[src/core/skcmp_pkg.sv]
// package for the skip-compare instruction decoder
package skcmp_pkg;
    localparam int NIB_W = 4;
    localparam int SEL_BIT = 0;
    localparam logic [1:0] IMM_WORDS = 2'h2;
    localparam logic [3:0] ACC_RST = 4'h0;
    localparam logic [3:0] CTRL_RST = 4'h0;

    typedef enum logic [3:0] {
        SKCMP_OP_OTHER = 4'h1,
        SKCMP_OP_IMM = 4'h2,
        SKCMP_OP_MEM = 4'h4,
        SKCMP_OP_FLAG = 4'h8
    } skcmp_op_t;

    typedef struct packed {
        skcmp_op_t op;
        logic [3:0] imm;
    } skcmp_instr_t;

    typedef enum logic [2:0] {
        SKCMP_EXEC = 3'h1,
        SKCMP_IMM2 = 3'h2,
        SKCMP_SKIP = 3'h4
    } skcmp_state_t;
endpackage

[src/core/skcmp_decoder.sv]
// skip-compare instruction execution and skip control
// Overview of operation
// - acc equals immediate: skip; two words, two cycles
// - acc differs from immediate: next executes
// - acc equals pointed nibble: skip; one cycle
// - acc differs from nibble: next executes
// - flag test mode from control bit 0
// - select 0, flag set: clear and skip
// - select 0, flag clear: no skip
// - select 1: pure no-operation
`timescale 1ns/1ps
module skcmp_decoder
    import skcmp_pkg::*;
(
    // clock and reset
    input wire logic ref_clk,
    input wire logic rst,
    // fetched word, one per cycle
    input wire logic word_valid,
    input wire skcmp_instr_t word,
    input wire logic next_two_words,
    // core state
    input wire logic [3:0] acc,
    input wire logic [3:0] pointed_memory_nibble,
    input wire logic [3:0] interrupt_control_reg,
    input wire logic ext_int0_request_flag,
    // results
    output logic exec_enable,
    output logic skip_taken,
    output logic ext_int0_flag_clear
);
    skcmp_state_t state_q, state_d;
    logic skip_two_q, skip_two_d;

    // one-hot op test, called only by the decode wires that the checks build on
    function automatic logic op_is(skcmp_instr_t w, skcmp_op_t op);
        return w.op == op;
    endfunction

    wire logic ext_int0_skip_select = interrupt_control_reg[SEL_BIT];
    wire logic in_exec = (state_q == SKCMP_EXEC) && word_valid;
    wire logic in_imm2 = (state_q == SKCMP_IMM2) && word_valid;
    wire logic in_skip = (state_q == SKCMP_SKIP) && word_valid;
    wire logic imm_start = in_exec && op_is(word, SKCMP_OP_IMM);
    wire logic mem_start = in_exec && op_is(word, SKCMP_OP_MEM);
    wire logic flag_start = in_exec && op_is(word, SKCMP_OP_FLAG);

    // immediate operand arrives in the second word, compared in cycle two
    wire logic imm_equal = acc == word.imm;
    wire logic imm_hit = in_imm2 && imm_equal;
    wire logic imm_miss = in_imm2 && !imm_equal;
    wire logic mem_equal = acc == pointed_memory_nibble;
    wire logic mem_hit = mem_start && mem_equal;
    // select high turns the test into a plain no-operation
    wire logic flag_armed = !ext_int0_skip_select && ext_int0_request_flag;
    wire logic flag_hit = flag_start && flag_armed;

    // first skipped word of a two-word instruction keeps the skip alive
    wire logic skip_hold = in_skip && !skip_two_q && next_two_words;
    wire logic skip_done = in_skip && !skip_hold;

    assign skip_taken = imm_hit || mem_hit || flag_hit;
    assign ext_int0_flag_clear = flag_hit;
    // suppressed word still consumes its fetch slot
    assign exec_enable = word_valid && (state_q != SKCMP_SKIP);

    always_comb begin
        state_d = state_q;
        unique case (state_q)
            SKCMP_EXEC: begin
                if (imm_start) begin
                    state_d = SKCMP_IMM2;
                end else if (mem_hit || flag_hit) begin
                    state_d = SKCMP_SKIP;
                end
            end
            SKCMP_IMM2: begin
                if (imm_hit) begin
                    state_d = SKCMP_SKIP;
                end else if (imm_miss) begin
                    state_d = SKCMP_EXEC;
                end
            end
            SKCMP_SKIP: begin
                if (skip_done) begin
                    state_d = SKCMP_EXEC;
                end
            end
            default: state_d = SKCMP_EXEC;
        endcase
    end

    // a stall must not drop the pending second-word skip
    always_comb begin
        skip_two_d = 1'b0;
        if (state_q == SKCMP_SKIP) begin
            skip_two_d = word_valid ? skip_hold : skip_two_q;
        end
    end

    always_ff @(posedge ref_clk) begin
        if (rst) begin
            state_q <= SKCMP_EXEC;
            skip_two_q <= 1'b0;
        end else begin
            state_q <= state_d;
            skip_two_q <= skip_two_d;
        end
    end
endmodule // skcmp_decoder

[config.mk]
export PLATFORM = sky130hd
export DESIGN_NAME = skcmp_decoder
export DESIGN_NICKNAME = d
export VERILOG_FILES = /design/src/core/skcmp_pkg.sv /design/src/core/skcmp_decoder.sv
export SDC_FILE = /design/constraint.sdc
export NUM_CORES = 1
export LEC_CHECK = 0
export CELL_PAD_IN_SITES_DETAIL_PLACEMENT = 0
export CELL_PAD_IN_SITES_GLOBAL_PLACEMENT = 2
export CORE_MARGIN = 8
export CORE_UTILIZATION = 28
export DETAILED_ROUTE_END_ITERATION = 10
export DONT_BUFFER_PORTS = 1
export PLACE_DENSITY_LB_ADDON = 0.1
export SLEW_MARGIN = 20
export SYNTH_ARGS = -nofsm -noshare
export SYNTH_HDL_FRONTEND = slang
export SYNTH_SLANG_ARGS = --single-unit
[constraint.sdc]
create_clock -name ref_clk -period 2.1 [get_ports ref_clk]
set_input_delay 0.21 -clock ref_clk [delete_from_list [all_inputs] [get_ports ref_clk]]
set_output_delay 0.21 -clock ref_clk [all_outputs]
set_load 0.01 [all_outputs]
Word level (Yosys, flattened, before mapping)
Index checks and enable logic that the tools add are counted.
{ "totals": {"ff_bits": 4} }
{ "classes": {"reduce_logical": 24, "muxes": 6, "bitwise": 1, "n_eq_ne": 12} }
{ "op_table": {"columns": ["op", "n"], "rows": [
  ["1-bit logical AND", 15],
  ["3-bit two-way mux", 5],
  ["3-bit one-hot mux with 3 select lines", 1],
  ["4-bit equality test", 2],
  ["3-bit inequality test, second input constant", 2],
  ["4-bit by 2-bit equality test with 1-bit output, second input constant", 1],
  ["4-bit by 3-bit equality test with 1-bit output, second input constant", 1],
  ["4-bit equality test, second input constant", 1],
  ["1-bit zero test", 4],
  ["3-bit by 1-bit equality test with 1-bit output, second input constant", 1],
  ["3-bit by 2-bit equality test with 1-bit output, second input constant", 1],
  ["3-bit equality test, second input constant", 1],
  ["1-bit logical OR", 3],
  ["3-bit by 2-bit inequality test with 1-bit output, second input constant", 1],
  ["3-bit AND reduction", 1],
  ["2-bit inequality test, second input constant", 1],
  ["2-bit OR reduction", 1],
  ["1-bit inverter", 1]
]} }

Longest topological paths before layout
{ "logic_depth": {"depth_word": 8, "depth_mapped": 5} }

Worst setup path before layout
OpenSTA, ideal clock, no wires.
{ "synth_path": {"kind": "reg2reg", "from": "reg state_q[2]", "to": "reg state_q[2]", "required_time_ps": 2000, "path_stages_with_launch": 5, "slack_ps": 619, "n_path_buf": 0, "arrival_time_ps": 1382, "cell_sequence": "dfxtp_1 > nand3b_1 > or3_1 > o21ba_2 > a2111oi_4"} }
{ "synth_via": {"elab_chain_cells": 8, "word_cells_on_any_way": 25} }
{ "synth_lines": {"columns": ["element", "line_no", "source"], "rows": [
  ["start, declared", "skcmp_decoder.sv:32", "skcmp_state_t state_q, state_d;"],
  ["start signal, assigned", "skcmp_decoder.sv:106", "state_q <= state_d;"],
  ["3-bit equality test", "skcmp_decoder.sv:43, skcmp_decoder.sv:69", null],
  ["1-bit logical AND", "skcmp_decoder.sv:43", "wire logic in_skip = (state_q == SKCMP_SKIP) && word_valid;"],
  ["1-bit logical AND (2 in series)", "skcmp_decoder.sv:59", "wire logic skip_hold = in_skip && !skip_two_q && next_two_words;"],
  ["1-bit zero test", "skcmp_decoder.sv:60", "wire logic skip_done = in_skip && !skip_hold;"],
  ["1-bit logical AND", "skcmp_decoder.sv:60", null],
  ["2-bit inequality test (no line)", null, null],
  ["3-bit AND reduction (no line)", null, null]
]} }
Parallel ways exist; a longest one is shown, timed or not.
A chain may end at the register's enable or synchronous reset.

Worst setup path in the final report
{ "layout_path": {"from": "reg state_q[1]", "to": "out skip_taken"} }
{ "layout_via": {"elab_chain_cells": 6, "word_cells_on_any_way": 11} }
{ "layout_lines": {"columns": ["element", "line_no", "source"], "rows": [
  ["3-bit by 1-bit equality test with 1-bit output", "skcmp_decoder.sv:41", "wire logic in_exec = (state_q == SKCMP_EXEC) && word_valid;"],
  ["1-bit logical AND", "skcmp_decoder.sv:41", null],
  ["1-bit logical AND", "skcmp_decoder.sv:45", "wire logic mem_start = in_exec && op_is(word, SKCMP_OP_MEM);"],
  ["1-bit logical AND", "skcmp_decoder.sv:53", "wire logic mem_hit = mem_start && mem_equal;"],
  ["1-bit logical OR", "skcmp_decoder.sv:62", "assign skip_taken = imm_hit || mem_hit || flag_hit;"],
  ["1-bit logical OR *", "skcmp_decoder.sv:62", null],
  ["end, declared", "skcmp_decoder.sv:29", "output logic skip_taken,"]
]} }
Mark *: on every way between the ends. The rest lies on a longest branch, timed or not.

==> results.txt <==
Status = finished clean
Area added between synthesis and finish = 11.0%
CTS root buffer = clkbuf_4
# rows = 13
Max_cap viols = 0
CP startpoint = state_q[1]
Max-slew headroom = 74.9%
Yosys top cell area share = 21.4%
Initial core utilization = 29.5%
Most area-hungry cell type in the Yosys netlist = dfxtp_1
Pwr dens = 648 mW/mm²
CTS Hold Buffers Added = 0
Initial DRC Count = 5
Largest net degree at the start of global routing = 8
Synthesized netlist cell count = 43
Overflow after GRT = 0
Synth cell count leaders = xor2_1, dfxtp_1
Sink Count = 4
Reg clk slew, reported paths = 0.04 ns
Crit. End Element = output pin
ANT cells = 0
DIE AREA = 0.00276 mm²
DIE HEIGHT = 52.6 µm
Post-route ant nets = 0
Crit share post-route = 81.8%
Routed len/inst = 16.1 µm
Hold_sp = rst
Setup Fix Bufs, Post-CTS = 0
Setup TNS Final = 0 ns
Vias/cell = 5.44
Fin nets = 73
HPWL after DPL = 878 µm
Cts bufs inserted = 3
Worst Skew = 0.00317 ns
RSZ-0062 raised after global routing = no
Ports = 28
PnR Total Power = 0.000269 W
Worst-margin pin slew = 0.373 ns
Register area share after synthesis = 21.4%
Via count = 332
Flop2flop setup slack = 0.52 ns
Htree depth = 1
CTS tree = built
Crit path kind = flop to output pin
Overall Global Routing Usage = 7.93%
Final Critical Period = 1.72 ns
Synthesis Warnings = 0
Hold WC Path Type = input pin to flop
Post-synth EDFFs = 0
Net Count, Synth = 68
Worst VDD drop = 0.398 mV
CP arrival = 1.51 ns
Max-slew violations = 0
Die X = 52.6 µm
Finished Layout Cells = 61
# placed instances = 58
Vias in the first global route = 376
Avg Inst Size Synth = 8.70 µm²
Start of the worst register-to-register path = state_q[1]
Routability cong. = 0.724
CTS resizes = 0
Seq cells post-synth = 4
Clk buf depth = 2
Layout cells sized above 1 = 15.2%
F_max = 582 MHz
Synth cell types = 24
Worst Path Max Fanout = 3
Initial antenna violation count = 0
Startpoint Class = flop
Fill cell count = 143
Skew-Pair Late Insertion Delay = 0.23 ns
Final hold vios = 0
Largest cells by area after synthesis = dfxtp_1, xor2_1, a2111oi_4
First-pass GRT wire length = 1.61 mm
Final setup viols = 0
Primary FF master, synth = dfxtp_1
Count leader, synth = xor2_1
Residual DRC count = 0
Core area = 0.00127 mm²
Total Wirelength = 984 µm
FFs w/ async S/R, synth = 0%
CP required = 1.89 ns
DRT Pass-1 Iters = 2
Leakage = 0.135 nW
IO Port Bufs = 0
Mapped Area = 374 µm²
sequential cells by signal, indices dropped and copies added (netlist names):
register,flops
state_q,3
skip_two_q,1
report_power, final:
part            total, W  internal, W  leakage (nW)  switching [W]
Clock          0.0000942    0.0000638        0.0138      0.0000304
Sequential     0.0000941    0.0000851        0.0325     0.00000900
Combinational  0.0000807    0.0000458        0.0890      0.0000349
Total           0.000269     0.000195         0.135      0.0000743
cells by family (layout without fill, tap and decap cells):
logic type | Yosys count | count (layout) | share of synthesized area, %
mux | 1 | 1 | 3.01
compound gates | 8 | 8 | 20.4
simple gates | 19 | 19 | 33.4
buf+inv | 3 | 6 | 3.01
flops | 4 | 4 | 21.4
xor+xnor | 8 | 8 | 18.7
critical path: stages, from the launching register on:
cell,delay (ns)
dfxtp_1,0.31
inv_1,0.09
nand3b_1,0.12
or3_1,0.40
o21ai_0,0.35
final timing paths:
kind | to | cells past startpoint
max | skip_taken | 4
min | state_q[1] | 1
min reg2reg | state_q[1] | 1
max reg2reg | state_q[2] | 5
cells in the final DEF (no fill, tap or decap), types with 2 or more instances in the layout:
cell type / n
nor2b_1: 2
o21ai_0: 2
inv_1: 3
nor3_1: 3
nor3b_1: 3
xnor2_1: 2
dfxtp_1: 4
nor4b_1: 3
xor2_1: 6
clkbuf_4: 3
per-layer routing:
layer / part of all wire (%) / track usage [%]
met2: 49 / 11.9
met3: 14 / 7.10
met5: 0 / 0
met4: 0 / 1.29
met1: 38 / 8.28
metrics by stage:
step | utilization, % | instance area, µm² | setup slack [ns] | hold slack [ns]
after CTS | 32.7 | 415 | 0.338 | 0.0397
after detailed placement | 31.0 | 393 | 0.521 | 0.288
after global routing | 32.7 | 415 | 0.254 | 0.0306
final | 32.7 | 415 | 0.382 | 0.0481
after global placement | 31.0 | 393 | 0.514 | 0.288
after floorplan | - | 374 | 0.619 | 0.285
final cells by class:
| type | instances | area, µm² | share of cell area [%] |
|---|---|---|---|
| tap | 15 | 18.8 | 4.52 |
| multi-input combinational | 36 | 283 | 68.1 |
| inverter | 3 | 11.3 | 2.71 |
| clock buffer | 3 | 22.5 | 5.42 |
| sequential | 4 | 80.1 | 19.3 |
Note: power is estimated with default switching activity, not from simulation.
